[src/core/gpio_slice_pkg.sv]
package gpio_slice_pkg;

	localparam int ADDR_W = 8;
	localparam int DATA_W = 32;
	localparam int NUM_FEAT = 5;

	// feature index into the offset tables
	localparam int FEAT_CNT = 0;
	localparam int FEAT_AUX = 1;
	localparam int FEAT_MAP = 2;
	localparam int FEAT_RISE = 3;
	localparam int FEAT_FALL = 4;

	// entry k belongs to feature index k
	localparam logic [NUM_FEAT-1:0][ADDR_W-1:0] LOW_OFF = {8'h44, 8'h40, 8'h38, 8'h34, 8'h2c};
	localparam logic [NUM_FEAT-1:0][ADDR_W-1:0] HIGH_OFF = {8'hc4, 8'hc0, 8'hb8, 8'hb4, 8'hac};

	localparam logic [ADDR_W-1:0] LOW_RISE_STS_OFF = 8'h48;
	localparam logic [ADDR_W-1:0] HIGH_RISE_STS_OFF = 8'hc8;
	localparam logic [ADDR_W-1:0] LOW_FALL_STS_OFF = 8'h4c;
	localparam logic [ADDR_W-1:0] HIGH_FALL_STS_OFF = 8'hcc;
	localparam logic [ADDR_W-1:0] IRQ_STATUS_OFF = 8'he0;
	localparam logic [ADDR_W-1:0] IRQ_MASK_OFF = 8'he4;

	localparam logic [DATA_W-1:0] FEATURE_RESET = 32'hffff0000;
	localparam logic [DATA_W-1:0] HIGH_AUX_RESET = 32'hefff1000;
	localparam logic [DATA_W-1:0] IRQ_MASK_RESET = 32'h00000000;

	// high bank has no pins 23, 29, 30, 31
	localparam logic [15:0] LOW_VALID = 16'hffff;
	localparam logic [15:0] HIGH_VALID = 16'h1f7f;
	localparam logic [31:0] PIN_VALID = {HIGH_VALID, LOW_VALID};

	localparam logic [1:0] RESP_OKAY = 2'b00;
	localparam logic [1:0] RESP_SLVERR = 2'b10;

	typedef struct packed {
		logic [31:0] fall;
		logic [31:0] rise;
		logic [31:0] map;
		logic [31:0] aux;
		logic [31:0] cnt;
	} pin_features_t;

	// low half sets, high half clears, clear wins, zeros keep
	function automatic logic [15:0] atomic_update(input logic [15:0] cur, input logic [31:0] w,
		input logic [15:0] vm);
		atomic_update = ((cur | w[15:0]) & ~w[31:16]) & vm;
	endfunction

	// absent pins read one in the clear half and zero in the set half, as every reset value shows
	function automatic logic [31:0] atomic_read(input logic [15:0] cur, input logic [15:0] vm);
		atomic_read = {~(cur & vm), cur & vm};
	endfunction

endpackage

[src/core/gpio_input_slice.sv]
`timescale 1ns/1ps
`default_nettype none

// Operation
// - conditioned pin input reaches each internal destination only when its select is set: aux-one select or event count enable
// - aux-one select high picks auxiliary input one; low leaves it unselected
// - map enable high makes the pin eligible for interrupt and power event mapping
// - map enable only gates eligibility; destination choice lies in mapping logic elsewhere
// - rising edge detector runs only while its enable bit is high
// - falling edge detector runs only while its enable bit is high
// - each function has a low bank register (pins 0-15) and high bank (16-31)
// - high bank aux-one select resets with pin 28 selected
// - all other feature registers reset with every feature disabled
// - feature registers use two bits per pin, one in each half-word
// - event count enable high routes the pin into the event counter function
// - detected edges are held in status bits; read shows them, writing one clears
module gpio_input_slice (
	input wire logic aclk,
	input wire logic aresetn,
	input wire logic ce,
	input wire logic [31:0] pin_in,
	input wire logic [gpio_slice_pkg::ADDR_W-1:0] s_axi_awaddr,
	input wire logic [2:0] s_axi_awprot,
	input wire logic s_axi_awvalid,
	output logic s_axi_awready,
	input wire logic [31:0] s_axi_wdata,
	input wire logic [3:0] s_axi_wstrb,
	input wire logic s_axi_wvalid,
	output logic s_axi_wready,
	output logic [1:0] s_axi_bresp,
	output logic s_axi_bvalid,
	input wire logic s_axi_bready,
	input wire logic [gpio_slice_pkg::ADDR_W-1:0] s_axi_araddr,
	input wire logic [2:0] s_axi_arprot,
	input wire logic s_axi_arvalid,
	output logic s_axi_arready,
	output logic [31:0] s_axi_rdata,
	output logic [1:0] s_axi_rresp,
	output logic s_axi_rvalid,
	input wire logic s_axi_rready,
	output logic [31:0] aux_one_out,
	output logic [31:0] counter_input_out,
	output logic [31:0] counter_enable_out,
	output logic [31:0] map_event_out,
	output logic irq
);

	gpio_slice_pkg::pin_features_t feat;
	logic [31:0] feat_arr [gpio_slice_pkg::NUM_FEAT];
	logic [31:0] pin_meta;
	logic [31:0] pin_sync;
	logic [31:0] pin_prev;
	logic [31:0] rise_hit;
	logic [31:0] fall_hit;
	logic [31:0] rise_sts;
	logic [31:0] fall_sts;
	logic [31:0] irq_status;
	logic [31:0] irq_mask;
	logic [31:0] rise_clr;
	logic [31:0] fall_clr;
	logic [31:0] irq_set;
	logic [31:0] irq_clr;
	logic [gpio_slice_pkg::ADDR_W-1:0] wr_addr;
	logic [31:0] wr_data;
	logic [31:0] strobe_mask;
	logic do_write;
	logic do_read;
	logic wr_hit;
	logic rd_hit;
	logic [31:0] rd_value;

	assign feat.cnt = feat_arr[gpio_slice_pkg::FEAT_CNT];
	assign feat.aux = feat_arr[gpio_slice_pkg::FEAT_AUX];
	assign feat.map = feat_arr[gpio_slice_pkg::FEAT_MAP];
	assign feat.rise = feat_arr[gpio_slice_pkg::FEAT_RISE];
	assign feat.fall = feat_arr[gpio_slice_pkg::FEAT_FALL];

	// pins are asynchronous; nothing reads pin_meta except pin_sync
	always_ff @(posedge aclk)
	begin
		if (!aresetn)
		begin
			pin_meta <= 32'h00000000;
			pin_sync <= 32'h00000000;
			pin_prev <= 32'h00000000;
		end
		else if (ce)
		begin
			pin_meta <= pin_in;
			pin_sync <= pin_meta;
			pin_prev <= pin_sync;
		end
	end

	assign rise_hit = pin_sync & ~pin_prev & feat.rise & gpio_slice_pkg::PIN_VALID;
	assign fall_hit = ~pin_sync & pin_prev & feat.fall & gpio_slice_pkg::PIN_VALID;

	// write channel: address and data taken in either order, response after both
	always_ff @(posedge aclk)
	begin
		if (!aresetn)
		begin
			s_axi_awready <= 1'b1;
			s_axi_wready <= 1'b1;
			s_axi_bvalid <= 1'b0;
			s_axi_bresp <= gpio_slice_pkg::RESP_OKAY;
			wr_addr <= 8'h00;
			wr_data <= 32'h00000000;
		end
		else if (ce)
		begin
			if (s_axi_awvalid && s_axi_awready)
			begin
				wr_addr <= s_axi_awaddr;
				s_axi_awready <= 1'b0;
			end
			if (s_axi_wvalid && s_axi_wready)
			begin
				wr_data <= s_axi_wdata & strobe_mask;
				s_axi_wready <= 1'b0;
			end
			if (do_write)
			begin
				s_axi_bvalid <= 1'b1;
				s_axi_bresp <= wr_hit ? gpio_slice_pkg::RESP_OKAY : gpio_slice_pkg::RESP_SLVERR;
			end
			if (s_axi_bvalid && s_axi_bready)
			begin
				s_axi_bvalid <= 1'b0;
				s_axi_awready <= 1'b1;
				s_axi_wready <= 1'b1;
			end
		end
	end

	// a masked byte lane writes zeros, which leave atomic bits unchanged
	assign strobe_mask = {{8{s_axi_wstrb[3]}}, {8{s_axi_wstrb[2]}},
		{8{s_axi_wstrb[1]}}, {8{s_axi_wstrb[0]}}};
	assign do_write = !s_axi_awready && !s_axi_wready && !s_axi_bvalid;

	always_comb
	begin
		wr_hit = (wr_addr == gpio_slice_pkg::LOW_RISE_STS_OFF)
			|| (wr_addr == gpio_slice_pkg::HIGH_RISE_STS_OFF)
			|| (wr_addr == gpio_slice_pkg::LOW_FALL_STS_OFF)
			|| (wr_addr == gpio_slice_pkg::HIGH_FALL_STS_OFF)
			|| (wr_addr == gpio_slice_pkg::IRQ_STATUS_OFF)
			|| (wr_addr == gpio_slice_pkg::IRQ_MASK_OFF);
		for (int k = 0; k < gpio_slice_pkg::NUM_FEAT; k++)
		begin
			if (wr_addr == gpio_slice_pkg::LOW_OFF[k] || wr_addr == gpio_slice_pkg::HIGH_OFF[k])
			begin
				wr_hit = 1'b1;
			end
		end
	end

	// one low and one high register per function, each with set and clear halves
	genvar f;
	generate
		for (f = 0; f < gpio_slice_pkg::NUM_FEAT; f++)
		begin : g_feat
			always_ff @(posedge aclk)
			begin
				if (!aresetn)
				begin
					if (f == gpio_slice_pkg::FEAT_AUX)
					begin
						feat_arr[f] <= {gpio_slice_pkg::HIGH_AUX_RESET[15:0],
							gpio_slice_pkg::FEATURE_RESET[15:0]};
					end
					else
					begin
						feat_arr[f] <= {gpio_slice_pkg::FEATURE_RESET[15:0],
							gpio_slice_pkg::FEATURE_RESET[15:0]};
					end
				end
				else if (ce && do_write)
				begin
					if (wr_addr == gpio_slice_pkg::LOW_OFF[f])
					begin
						feat_arr[f][15:0] <= gpio_slice_pkg::atomic_update(feat_arr[f][15:0],
							wr_data, gpio_slice_pkg::LOW_VALID);
					end
					if (wr_addr == gpio_slice_pkg::HIGH_OFF[f])
					begin
						feat_arr[f][31:16] <= gpio_slice_pkg::atomic_update(feat_arr[f][31:16],
							wr_data, gpio_slice_pkg::HIGH_VALID);
					end
				end
			end
		end
	endgenerate

	// a one in either half of a status write clears that pin's recorded edge
	always_comb
	begin
		rise_clr = 32'h00000000;
		fall_clr = 32'h00000000;
		if (do_write && wr_addr == gpio_slice_pkg::LOW_RISE_STS_OFF)
		begin
			rise_clr[15:0] = wr_data[15:0] | wr_data[31:16];
		end
		if (do_write && wr_addr == gpio_slice_pkg::HIGH_RISE_STS_OFF)
		begin
			rise_clr[31:16] = wr_data[15:0] | wr_data[31:16];
		end
		if (do_write && wr_addr == gpio_slice_pkg::LOW_FALL_STS_OFF)
		begin
			fall_clr[15:0] = wr_data[15:0] | wr_data[31:16];
		end
		if (do_write && wr_addr == gpio_slice_pkg::HIGH_FALL_STS_OFF)
		begin
			fall_clr[31:16] = wr_data[15:0] | wr_data[31:16];
		end
	end

	// a new edge in the clearing cycle survives: set wins
	always_ff @(posedge aclk)
	begin
		if (!aresetn)
		begin
			rise_sts <= 32'h00000000;
			fall_sts <= 32'h00000000;
		end
		else if (ce)
		begin
			rise_sts <= (rise_sts & ~rise_clr) | rise_hit;
			fall_sts <= (fall_sts & ~fall_clr) | fall_hit;
		end
	end

	// only pins cleared for mapping raise events; routing to a line happens elsewhere
	assign irq_set = (rise_hit | fall_hit) & feat.map;
	assign irq_clr = (do_read && s_axi_araddr == gpio_slice_pkg::IRQ_STATUS_OFF) ?
		32'hffffffff : 32'h00000000;

	always_ff @(posedge aclk)
	begin
		if (!aresetn)
		begin
			irq_status <= 32'h00000000;
		end
		else if (ce)
		begin
			// read clears all, but an event in the same cycle survives
			irq_status <= (irq_status & ~irq_clr) | irq_set;
		end
	end

	always_ff @(posedge aclk)
	begin
		if (!aresetn)
		begin
			irq_mask <= gpio_slice_pkg::IRQ_MASK_RESET;
		end
		else if (ce && do_write && wr_addr == gpio_slice_pkg::IRQ_MASK_OFF)
		begin
			irq_mask <= wr_data & gpio_slice_pkg::PIN_VALID;
		end
	end

	// read channel: one read outstanding, data one cycle after the address
	assign do_read = s_axi_arvalid && s_axi_arready;

	always_comb
	begin
		rd_value = 32'h00000000;
		rd_hit = 1'b1;
		case (s_axi_araddr)
			gpio_slice_pkg::LOW_RISE_STS_OFF:
				rd_value = gpio_slice_pkg::atomic_read(rise_sts[15:0], gpio_slice_pkg::LOW_VALID);
			gpio_slice_pkg::HIGH_RISE_STS_OFF:
				rd_value = gpio_slice_pkg::atomic_read(rise_sts[31:16], gpio_slice_pkg::HIGH_VALID);
			gpio_slice_pkg::LOW_FALL_STS_OFF:
				rd_value = gpio_slice_pkg::atomic_read(fall_sts[15:0], gpio_slice_pkg::LOW_VALID);
			gpio_slice_pkg::HIGH_FALL_STS_OFF:
				rd_value = gpio_slice_pkg::atomic_read(fall_sts[31:16], gpio_slice_pkg::HIGH_VALID);
			gpio_slice_pkg::IRQ_STATUS_OFF:
				rd_value = irq_status;
			gpio_slice_pkg::IRQ_MASK_OFF:
				rd_value = irq_mask;
			default:
				rd_hit = 1'b0;
		endcase
		for (int k = 0; k < gpio_slice_pkg::NUM_FEAT; k++)
		begin
			if (s_axi_araddr == gpio_slice_pkg::LOW_OFF[k])
			begin
				rd_hit = 1'b1;
				rd_value = gpio_slice_pkg::atomic_read(feat_arr[k][15:0],
					gpio_slice_pkg::LOW_VALID);
			end
			if (s_axi_araddr == gpio_slice_pkg::HIGH_OFF[k])
			begin
				rd_hit = 1'b1;
				rd_value = gpio_slice_pkg::atomic_read(feat_arr[k][31:16],
					gpio_slice_pkg::HIGH_VALID);
			end
		end
	end

	always_ff @(posedge aclk)
	begin
		if (!aresetn)
		begin
			s_axi_arready <= 1'b1;
			s_axi_rvalid <= 1'b0;
			s_axi_rdata <= 32'h00000000;
			s_axi_rresp <= gpio_slice_pkg::RESP_OKAY;
		end
		else if (ce)
		begin
			if (do_read)
			begin
				s_axi_arready <= 1'b0;
				s_axi_rvalid <= 1'b1;
				s_axi_rdata <= rd_value;
				s_axi_rresp <= rd_hit ? gpio_slice_pkg::RESP_OKAY : gpio_slice_pkg::RESP_SLVERR;
			end
			else if (s_axi_rvalid && s_axi_rready)
			begin
				s_axi_rvalid <= 1'b0;
				s_axi_arready <= 1'b1;
			end
		end
	end

	// internal destinations see the synchronised level, never the raw pin
	always_ff @(posedge aclk)
	begin
		if (!aresetn)
		begin
			aux_one_out <= 32'h00000000;
			counter_input_out <= 32'h00000000;
			counter_enable_out <= 32'h00000000;
		end
		else if (ce)
		begin
			aux_one_out <= pin_sync & feat.aux;
			counter_enable_out <= feat.cnt;
			// counter has no filter here; software keeps the filter enabled
			counter_input_out <= pin_sync & feat.cnt;
		end
	end

	// one pulse per enabled edge on a pin that may be mapped
	always_ff @(posedge aclk)
	begin
		if (!aresetn)
		begin
			map_event_out <= 32'h00000000;
		end
		else if (ce)
		begin
			map_event_out <= irq_set;
		end
	end

	// irq follows the next status value, so an event in the clearing read is not hidden
	always_ff @(posedge aclk)
	begin
		if (!aresetn)
		begin
			irq <= 1'b0;
		end
		else if (ce)
		begin
			irq <= |(((irq_status & ~irq_clr) | irq_set) & irq_mask);
		end
	end

endmodule // gpio_input_slice

`default_nettype wire

[config.mk]
export PLATFORM = sky130hd
export DESIGN_NAME = gpio_input_slice
export DESIGN_NICKNAME = d
export VERILOG_FILES = /design/src/core/gpio_slice_pkg.sv /design/src/core/gpio_input_slice.sv
export SDC_FILE = /design/constraint.sdc
export NUM_CORES = 1
export LEC_CHECK = 0
export ABC_AREA = 1
export ABC_CLOCK_PERIOD_IN_PS = 6100
export BUFFER_PORTS_ARGS = -buffer_cell sky130_fd_sc_hd__buf_2
export CORE_ASPECT_RATIO = 1.75
export CORE_UTILIZATION = 45
export DETAILED_ROUTE_END_ITERATION = 8
export PLACE_DENSITY_LB_ADDON = 0.3
export SYNTH_ARGS = -nofsm -noshare
export SYNTH_HDL_FRONTEND = slang
export SYNTH_SLANG_ARGS = --single-unit
[constraint.sdc]
create_clock -name aclk -period 6.1 [get_ports aclk]
set_input_delay 0.305 -clock aclk [delete_from_list [all_inputs] [get_ports aclk]]
set_output_delay 0.305 -clock aclk [all_outputs]
set_load 0.03 [all_outputs]
Word level (Yosys, flattened, before mapping)
Memories as Yosys holds them, arrays and structs flattened.
Index checks and enable logic that the tools add are counted.
Word-level totals
  bits of input ports: 98
  word-level logic and storage cells: 258
  flip-flop bits (word level): 427
  memory bits (writable): 140
  memories kept: 1
Memory list
  feat_arr: words 5, bits a word 28, rd ports 5, clocked after Yosys merged registers in 0, wr ports 5, RTL line gpio_input_slice.sv:49  | logic [31:0] feat_arr [gpio_slice_pkg::NUM_FEAT];
Cells by class
  bitwise gates (word level): 67
  reductions and logical operators: 41
  equal/unequal tests: 32
  muxes and demuxes: 95
Operators with widths (count)
  $mux 32: 11
  $and 32x32->32: 6
  $pmux 32 s6: 1
  $eq 8x8->1 const B: 18
  $mux 16: 9
  $not 16->16: 8
  $and 29x29->29: 4
  $not 13->16: 7
  $not 32->32: 3
  $or 16x16->16: 6
  $and 16x16->16: 5
  $mux 1: 67
  $and 13x13->13: 5
  $or 13x13->13: 5
  $eq 8x7->1 const B: 8
  $or 32x29->32: 2
  $mux 12: 5
  $not 29->29: 2
  $eq 8x6->1 const B: 6
  $and 29x32->32: 1
  $and 32x29->32: 1
  $or 32x32->32: 1
  $reduce_or 32->1: 1
  $or 29x29->29: 1
  8 further kinds: 52

Longest topological paths before layout
Gate-level depths: netlist of run 1.
  depth after elaboration: 14
  depth in mapped cells: 17
  depth with buffers taken out: 17

Worst setup path before layout of run 1
No wires, ideal clock.
  kind: register -> register
  from: register s_axi_wready
  to: memory feat_arr[1][0] (netlist bit) (enable)
  cell stages (with the launch flop): 7
  data required time: 5.689 ns
  buffers on the path: 1
  setup time: 0.411 ns
  setup slack: 3.238 ns
  arrival: 2.451 ns
  period minus slack after synthesis: 2.862 ns
  cell sequence: dfxtp_1 -> buf_2 -> nor3_4 -> nand2_1 -> nor2_1 -> inv_1 -> o21ai_0
RTL lines
  start: declaration: RTL line gpio_input_slice.sv:29  | output logic s_axi_wready,
  start signal: assignment: RTL line gpio_input_slice.sv:104  | s_axi_wready <= 1'b1;
  start signal: assignment: RTL line gpio_input_slice.sv:120  | s_axi_wready <= 1'b0;
  start signal: assignment: RTL line gpio_input_slice.sv:131  | s_axi_wready <= 1'b1;
  end: declaration: RTL line gpio_input_slice.sv:49

Worst setup path after layout of run 1
  from: input port s_axi_araddr[0] (netlist bit)
  to: register s_axi_rdata[24]
On the way
  cells in the longest elaborated chain, start to end: 12
  elaborated cells between the ends (all ways): 27
Ends and longest elaborated chain
  start: declaration: RTL line gpio_input_slice.sv:33  | input wire logic [gpio_slice_pkg::ADDR_W-1:0] s_axi_araddr,
  $eq 8x8->1 / $eq 8x7->1 (equally long branches): RTL line gpio_input_slice.sv:270  | case (s_axi_araddr)
  $pmux 32 s6: RTL line gpio_input_slice.sv:270
  $mux 32: RTL line gpio_input_slice.sv:288  | if (s_axi_araddr == gpio_slice_pkg::LOW_OFF[k])
  $mux 32: RTL line gpio_input_slice.sv:294  | if (s_axi_araddr == gpio_slice_pkg::HIGH_OFF[k])
  $mux 32: RTL line gpio_input_slice.sv:288
  $mux 32: RTL line gpio_input_slice.sv:294
  $mux 32: RTL line gpio_input_slice.sv:288
  $mux 32: RTL line gpio_input_slice.sv:294
  $mux 32: RTL line gpio_input_slice.sv:288
  $mux 32: RTL line gpio_input_slice.sv:294
  $mux 32: RTL line gpio_input_slice.sv:288
  $mux 32 (*): RTL line gpio_input_slice.sv:294
  end signal: assignment: RTL line gpio_input_slice.sv:318  | s_axi_rdata <= rd_value;
  end: declaration: RTL line gpio_input_slice.sv:37  | output logic [31:0] s_axi_rdata,
Mark *: on every way between the ends. The rest lies on a longest branch, timed or not.
A chain may end at the register's enable or synchronous reset.

==> results of run 1 <==
[final cells by class]
| cell class | count | area, µm² |
|---|---|---|
| repair buffers | 315 | 1921 |
| inverters | 338 | 1282 |
| well taps | 684 | 855.8 |
| diodes | 4 | 10.01 |
| fillers | 5290 | 25310 |
| clock buffers | 71 | 1516 |
| clock inverters | 19 | 165.2 |
| flip-flops and latches | 532 | 12050 |
| multi-input cells | 2114 | 10140 |
[critical path, delay by kind of cell]
family	cells	cell delay, ns
compound gates	1	0.11
simple gates	9	3.27
buf+inv	2	0.13
[cells in the mapped netlist, drive strengths merged]
| library cell | count | share of area |
|---|---|---|
| nor4b | 2 | 0.00072 |
| o21a | 4 | 0.0012 |
| or2 | 1 | 0.00026 |
| a31oi | 1 | 0.00026 |
| nor3 | 16 | 0.0042 |
| and2 | 1 | 0.00036 |
| inv | 323 | 0.050 |
| edfxtp | 140 | 0.17 |
| o211a | 1 | 0.00041 |
| o211ai | 8 | 0.0025 |
| nand2 | 718 | 0.11 |
| dfxtp | 392 | 0.32 |
| nand3 | 145 | 0.030 |
| o22ai | 20 | 0.0052 |
| clkbuf | 144 | 0.022 |
| nor2 | 303 | 0.050 |
| conb | 1 | 0.00015 |
| a21oi | 305 | 0.063 |
| buf | 56 | 0.014 |
| o2111ai | 6 | 0.0022 |
| a311oi | 1 | 0.00036 |
| a211oi | 169 | 0.052 |
| a221oi | 14 | 0.0051 |
| nand4 | 68 | 0.018 |
| nor4 | 3 | 0.00077 |
| nand3b | 3 | 0.00093 |
| clkinv | 15 | 0.0024 |
| o31ai | 4 | 0.0012 |
| o21ai | 303 | 0.063 |
[registers in the layout, summed over array words and instances, names as in the netlist, 8 cells and up]
signal              count
aux_one_out            28
counter_enable_out     28
counter_input_out      28
fall_sts               28
feat_arr              140
irq_mask               28
irq_status             32
map_event_out          28
pin_meta               28
pin_prev               28
pin_sync               28
rise_sts               28
s_axi_rdata            32
wr_addr                 8
wr_data                32
[metrics by stage]
step                cells  setup WS (ns)  total power (µW)  instance area (µm²)  utilization
floorplan            3184          3.238              4330                24320            -
global placement     3941          2.422              4622                25830       0.4850
detailed placement   3941          2.392              4629                25830       0.4850
CTS                  4073          3.025              7861                27930       0.5245
global route         4076          2.793              8057                27940       0.5246
finish               4077          2.706              7856                27940       0.5247
[power breakdown]
part           internal, µW  total [µW]  switching [µW]
sequential             3750        3900             155
combinational           179         692             513
clock                  1820        3260            1440
[kinds of logic after synthesis]
kind of cell / Yosys count
compound gates: 836
buf+inv: 538
flops: 532
other cells: 1
simple gates: 1260
[routing by layer]
| metal | wire, µm | vias to the layer above |
|---|---|---|
| li1 | - | 10990 |
| met1 | 37370 | 11260 |
| met2 | 48450 | 1441 |
| met3 | 9685 | 405 |
| met4 | 10340 | 4 |
| met5 | 27 | - |
[timing repair]
action	in CTS	in global routing
buffers inserted	0	0
hold buffers	42	0
hold endpoints to repair	42	0
[worst paths after layout]
kind,end,depth (start not counted),from,slack [ns]
max reg2reg,feat_arr[1][17],5,s_axi_wready,3.16
max,s_axi_rdata[24],12,s_axi_araddr[0],2.71
min,wr_data[31],3,s_axi_wdata[31],0.02
min reg2reg,counter_enable_out[7],2,counter_enable_out[7],0.46
==> impl_metrics.py, run 1 <==
metrics = {
    "clock_tree": {
        "cts-resized-gates": 0,
        "root_buffer": "clkbuf_16",
        "cts_buffers": 48,
        "cts_buffer_depth": 3,
        "cts_tree": "built",
        "h-tree-depth": 2,
        "clkLatencyLatePin_ns": 0.61,
        "cts_sinks": 532,
        "clkSlewWorstSetupHoldPaths_ns": 0.06,
    },
    "synth": {
        "synth_area_um2": 24260,
        "ys_seq_area_frac": 0.4968,
        "muxShareOfSynthArea": 0,
        "synthXorXnorAreaFrac": 0,
        "synth_cell_types": 45,
        "synth-simple-area-share": 0.2181,
        "synth_adder_area_share": 0,
        "yosysWarnings": 0,
        "syn_avg_cell_area_um2": 7.660,
        "synthCells": 3167,
        "ys_ff_latch": 532,
        "synth-compound-area-share": 0.1961,
        "synth_top_family_by_area": "simple AND/OR/NAND/NOR gates",
    },
    "worst_setup_path": {
        "crit_path_top_delay_cell": "nor3_4",
        "path_max_fanout": 13,
        "cpPeakStageDelay_ns": 0.96,
        "required_ns": 6.54,
        "crit_chain": "buf_2 -> inv_1 -> nand2_2 -> nor2_2 -> nand2_1 -> nand2_1 -> nor3_4 -> nand2_1 -> nand2_1 -> nand4_1 -> nand2_1 -> a21oi_1",
        "arrival_ns": 3.84,
        "cp_common_cell": "nand2_1",
        "crit_type": "primary input to register",
        "cp-end-kind": "register",
        "cp-start-kind": "primary input",
    },
    "sta": {
        "finalCritPeriodShare": 0.5563,
        "slew_viol_final": 0,
        "setup_viol": 0,
        "tightest_slew_ns": 1.308,
        "hold_ws_ns": 0.01939,
        "fmax_mhz": 294.7,
        "finalHoldViolCount": 0,
        "clock_skew_ns": 0.01867,
        "slew-limit-headroom": 0.1256,
        "fin_crit_ns": 3.394,
        "rsz0062_at_grt": "no",
        "finalSetupTns_ns": 0,
    },
    "run_status": {
        "violations": "DRC",
        "status": "finished, violations left",
    },
    "detailed_routing": {
        "drt-total-wl_mm": 105.9,
        "dr.pass1.iters": 9,
        "vias": 24110,
        "routed_via_density": 5.913,
        "drc": 1,
        "wl_per_cell_um": 25.97,
        "first_iter_violations": 2906,
        "postRouteAntennaNets": 0,
    },
    "cells_and_area": {
        "areaGrowthSynthToFinish_pct": 15.18,
        "layout_common_cells": "nand2_1, dfxtp_1, inv_1",
        "fin_nets": 3447,
        "final_common_cell": "nand2_1",
        "drive_above_1_share": 0.1163,
    },
    "placed_design": {
        "gp_congestion": 1.041,
        "hpwl_mm": 73.92,
        "port_buffers": 239,
    },
    "pwr": {
        "powerDensity_nw_per_um2": 281.2,
        "ir_drop_mv": 0.1957,
        "p_leak_uw": 0.01155,
    },
    "grt": {
        "grt_max_degree": 186,
        "gr-usage-met3": 0.06465,
        "grt_antenna_before_repair": 5,
        "grt_pass1_wl_mm": 149.4,
        "grt_use_met1": 0.4413,
        "gr-max-usage-layer": "met2",
        "overflow": 0,
        "gr-usage-met2": 0.6104,
        "gr-usage-all-layers": 0.3820,
        "grt_pass1_vias": 22330,
    },
    "worst_hold_path": {
        "hold_class": "primary input to register",
    },
    "die": {
        "rows": 112,
        "die-area_um2": 54880,
        "initial_utilization": 0.4555,
        "ios": 268,
        "die_w_um": 177.5,
        "die_h_um": 309.1,
        "core_um2": 53250,
    },
    "run": {
        "maxCapViolCount": 0,
    },
}
Power figures use the tool's default switching activity.
==> inputs of run 2 (changes only) <==
--- a/config.mk
+++ b/config.mk
@@ -6,7 +6,7 @@
 export NUM_CORES = 1
 export LEC_CHECK = 0
 export ABC_AREA = 1
-export ABC_CLOCK_PERIOD_IN_PS = 6100
+export ABC_CLOCK_PERIOD_IN_PS = 3500
 export BUFFER_PORTS_ARGS = -buffer_cell sky130_fd_sc_hd__buf_2
 export CORE_ASPECT_RATIO = 1.75
 export CORE_UTILIZATION = 45
==> constraint.sdc (replaced) <==
create_clock -name aclk -period 3.5 [get_ports aclk]
set_input_delay 0.175 -clock aclk [delete_from_list [all_inputs] [get_ports aclk]]
set_output_delay 0.175 -clock aclk [all_outputs]
set_load 0.03 [all_outputs]
==> impl_metrics.py, run 2 (synthesis results as in run 1) <==
metrics = {
    "die": {
        "core_um2": 53250,
        "rows": 112,
        "die_h_um": 309.1,
        "die_w_um": 177.5,
        "die-area_um2": 54880,
        "ios": 268,
        "initial_utilization": 0.4555,
    },
    "grt": {
        "grt_pass1_vias": 22800,
        "overflow": 0,
        "grt_pass1_wl_mm": 151.4,
        "gr-usage-all-layers": 0.3852,
        "grt_max_degree": 203,
        "grt_antenna_before_repair": 7,
    },
    "pwr": {
        "powerDensity_nw_per_um2": 487.0,
        "p_leak_uw": 0.01187,
        "ir_drop_mv": 0.3218,
    },
    "worst_setup_path": {
        "reg2reg_depth": 8,
        "cp-end-kind": "register",
        "path_max_fanout": 11,
        "r2r_slack_ns": 0.78,
        "arrival_ns": 3.16,
        "required_ns": 3.93,
        "cp-start-kind": "register",
        "crit_type": "register to register",
    },
    "clock_tree": {
        "clkLatencyLatePin_ns": 0.61,
        "root_buffer": "clkbuf_16",
        "cts_sinks": 532,
        "cts-resized-gates": 0,
        "cts_buffers": 50,
        "cts_tree": "built",
        "h-tree-depth": 2,
        "clkSlewWorstSetupHoldPaths_ns": 0.07,
        "cts_buffer_depth": 3,
    },
    "cells_and_area": {
        "nFillCells": 5260,
        "areaGrowthSynthToFinish_pct": 17.91,
        "fin_area_um2": 28600,
        "largest_reg_flops": 140,
        "seqCellArea_um2": 12050,
        "layout_common_cells": "nand2_1, dfxtp_1, inv_1",
        "final_common_cell": "nand2_1",
        "regMostFlops": "feat_arr",
        "drive_above_1_share": 0.1236,
        "fin_nets": 3512,
        "multi_input_area_um2": 10130,
    },
    "run_status": {
        "status": "finished clean",
    },
    "placed_design": {
        "gp_congestion": 1.053,
        "port_buffers": 239,
        "hpwl_mm": 75.33,
        "dp_slack_ns": 0.9240,
        "dpl_cell_area_um2": 26130,
    },
    "detailed_routing": {
        "vias": 24470,
        "first_iter_violations": 2782,
        "wl_per_cell_um": 25.58,
        "dr.pass1.iters": 6,
        "drc": 0,
        "drt-total-wl_mm": 106.1,
        "routed_via_density": 5.901,
        "postRouteAntennaNets": 0,
    },
    "sta": {
        "setup_viol": 0,
        "finalSetupTns_ns": 0,
        "tightest_slew_ns": 1.163,
        "slew-limit-headroom": 0.2250,
        "slew_viol_final": 0,
        "finalHoldViolCount": 0,
        "fmax_mhz": 367.6,
        "setup_ws_ns": 0.7794,
        "fin_crit_ns": 2.721,
        "clock_skew_ns": 0.01686,
        "rsz0062_at_grt": "no",
        "finalCritPeriodShare": 0.7773,
    },
    "worst_hold_path": {
        "hold_class": "primary input to register",
        "hold_path_depth": 3,
    },
    "run": {
        "maxCapViolCount": 0,
    },
}
==> run 2: changes by cell type in the layout (fill, tap and decap cells not counted), sizes merged, moves of 2 or more <==
| cell | change |
|---|---|
| clkbuf | +2 |
| buf | +34 |
| dlygate4sd3 | +29 |
| diode | +4 |
==> run 2: per-stage QoR <==
step	hold WS, ns	total power, µW	std cells	utilization
after floorplan	0.3099	7547	3184	-
after global placement	0.3998	8071	3975	0.4906
after detailed placement	0.4015	8081	3975	0.4906
after CTS	0.005143	13890	4139	0.5367
after global routing	0.04532	14300	4142	0.5369
final	0.01581	13930	4147	0.5371
==> run 2: layout make-up <==
cell class                      count  area share
Clock buffer                       73     0.05477
Antenna cell                        8   0.0006999
Inverter                          338     0.04484
Tap cell                          684     0.02992
Timing Repair Buffer              378     0.08797
Multi-Input combinational cell   2114      0.3542
Clock inverter                     20    0.006255
Sequential cell                   532      0.4213
==> run 2: power breakdown <==
group	internal, µW	switching [µW]	leakage, µW
logic	343	899	0.00636
clock network	3330	2540	0.000867
registers	6530	285	0.00464
==> run 2: path summary, 6_finish.rpt <==
kind | startpoint | endpoint
setup / recovery | s_axi_wready | feat_arr[1][18]
hold / removal | s_axi_wdata[7] | wr_data[7]
setup reg to reg | s_axi_wready | feat_arr[1][18]
hold reg to reg | irq_status[29] | irq_status[29]
==> run 2: critical path: stages, from the launching register on <==
cell	delay, ns
dfxtp_1	0.42
nor3_4	0.29
nand2_1	0.20
nor2_1	0.31
nand3_1	0.24
nor2_1	0.54
inv_1	0.10
buf_4	0.24
a211oi_1	0.19
==> run 2: routing by layer <==
metal | track usage | up-vias | routed length (µm)
met3 | 0.08714 | 470 | 10460
li1 | - | 11120 | -
met5 | 0 | - | 47
met4 | 0.3502 | 8 | 11470
met1 | 0.4330 | 11400 | 36390
met2 | 0.6046 | 1476 | 47710
==> run 2: timing repair <==
action	CTS	global route
setup buffers	0	0
endpoints found under the setup margin	0	0
hold buffers	71	0
endpoints found under the hold margin	63	0
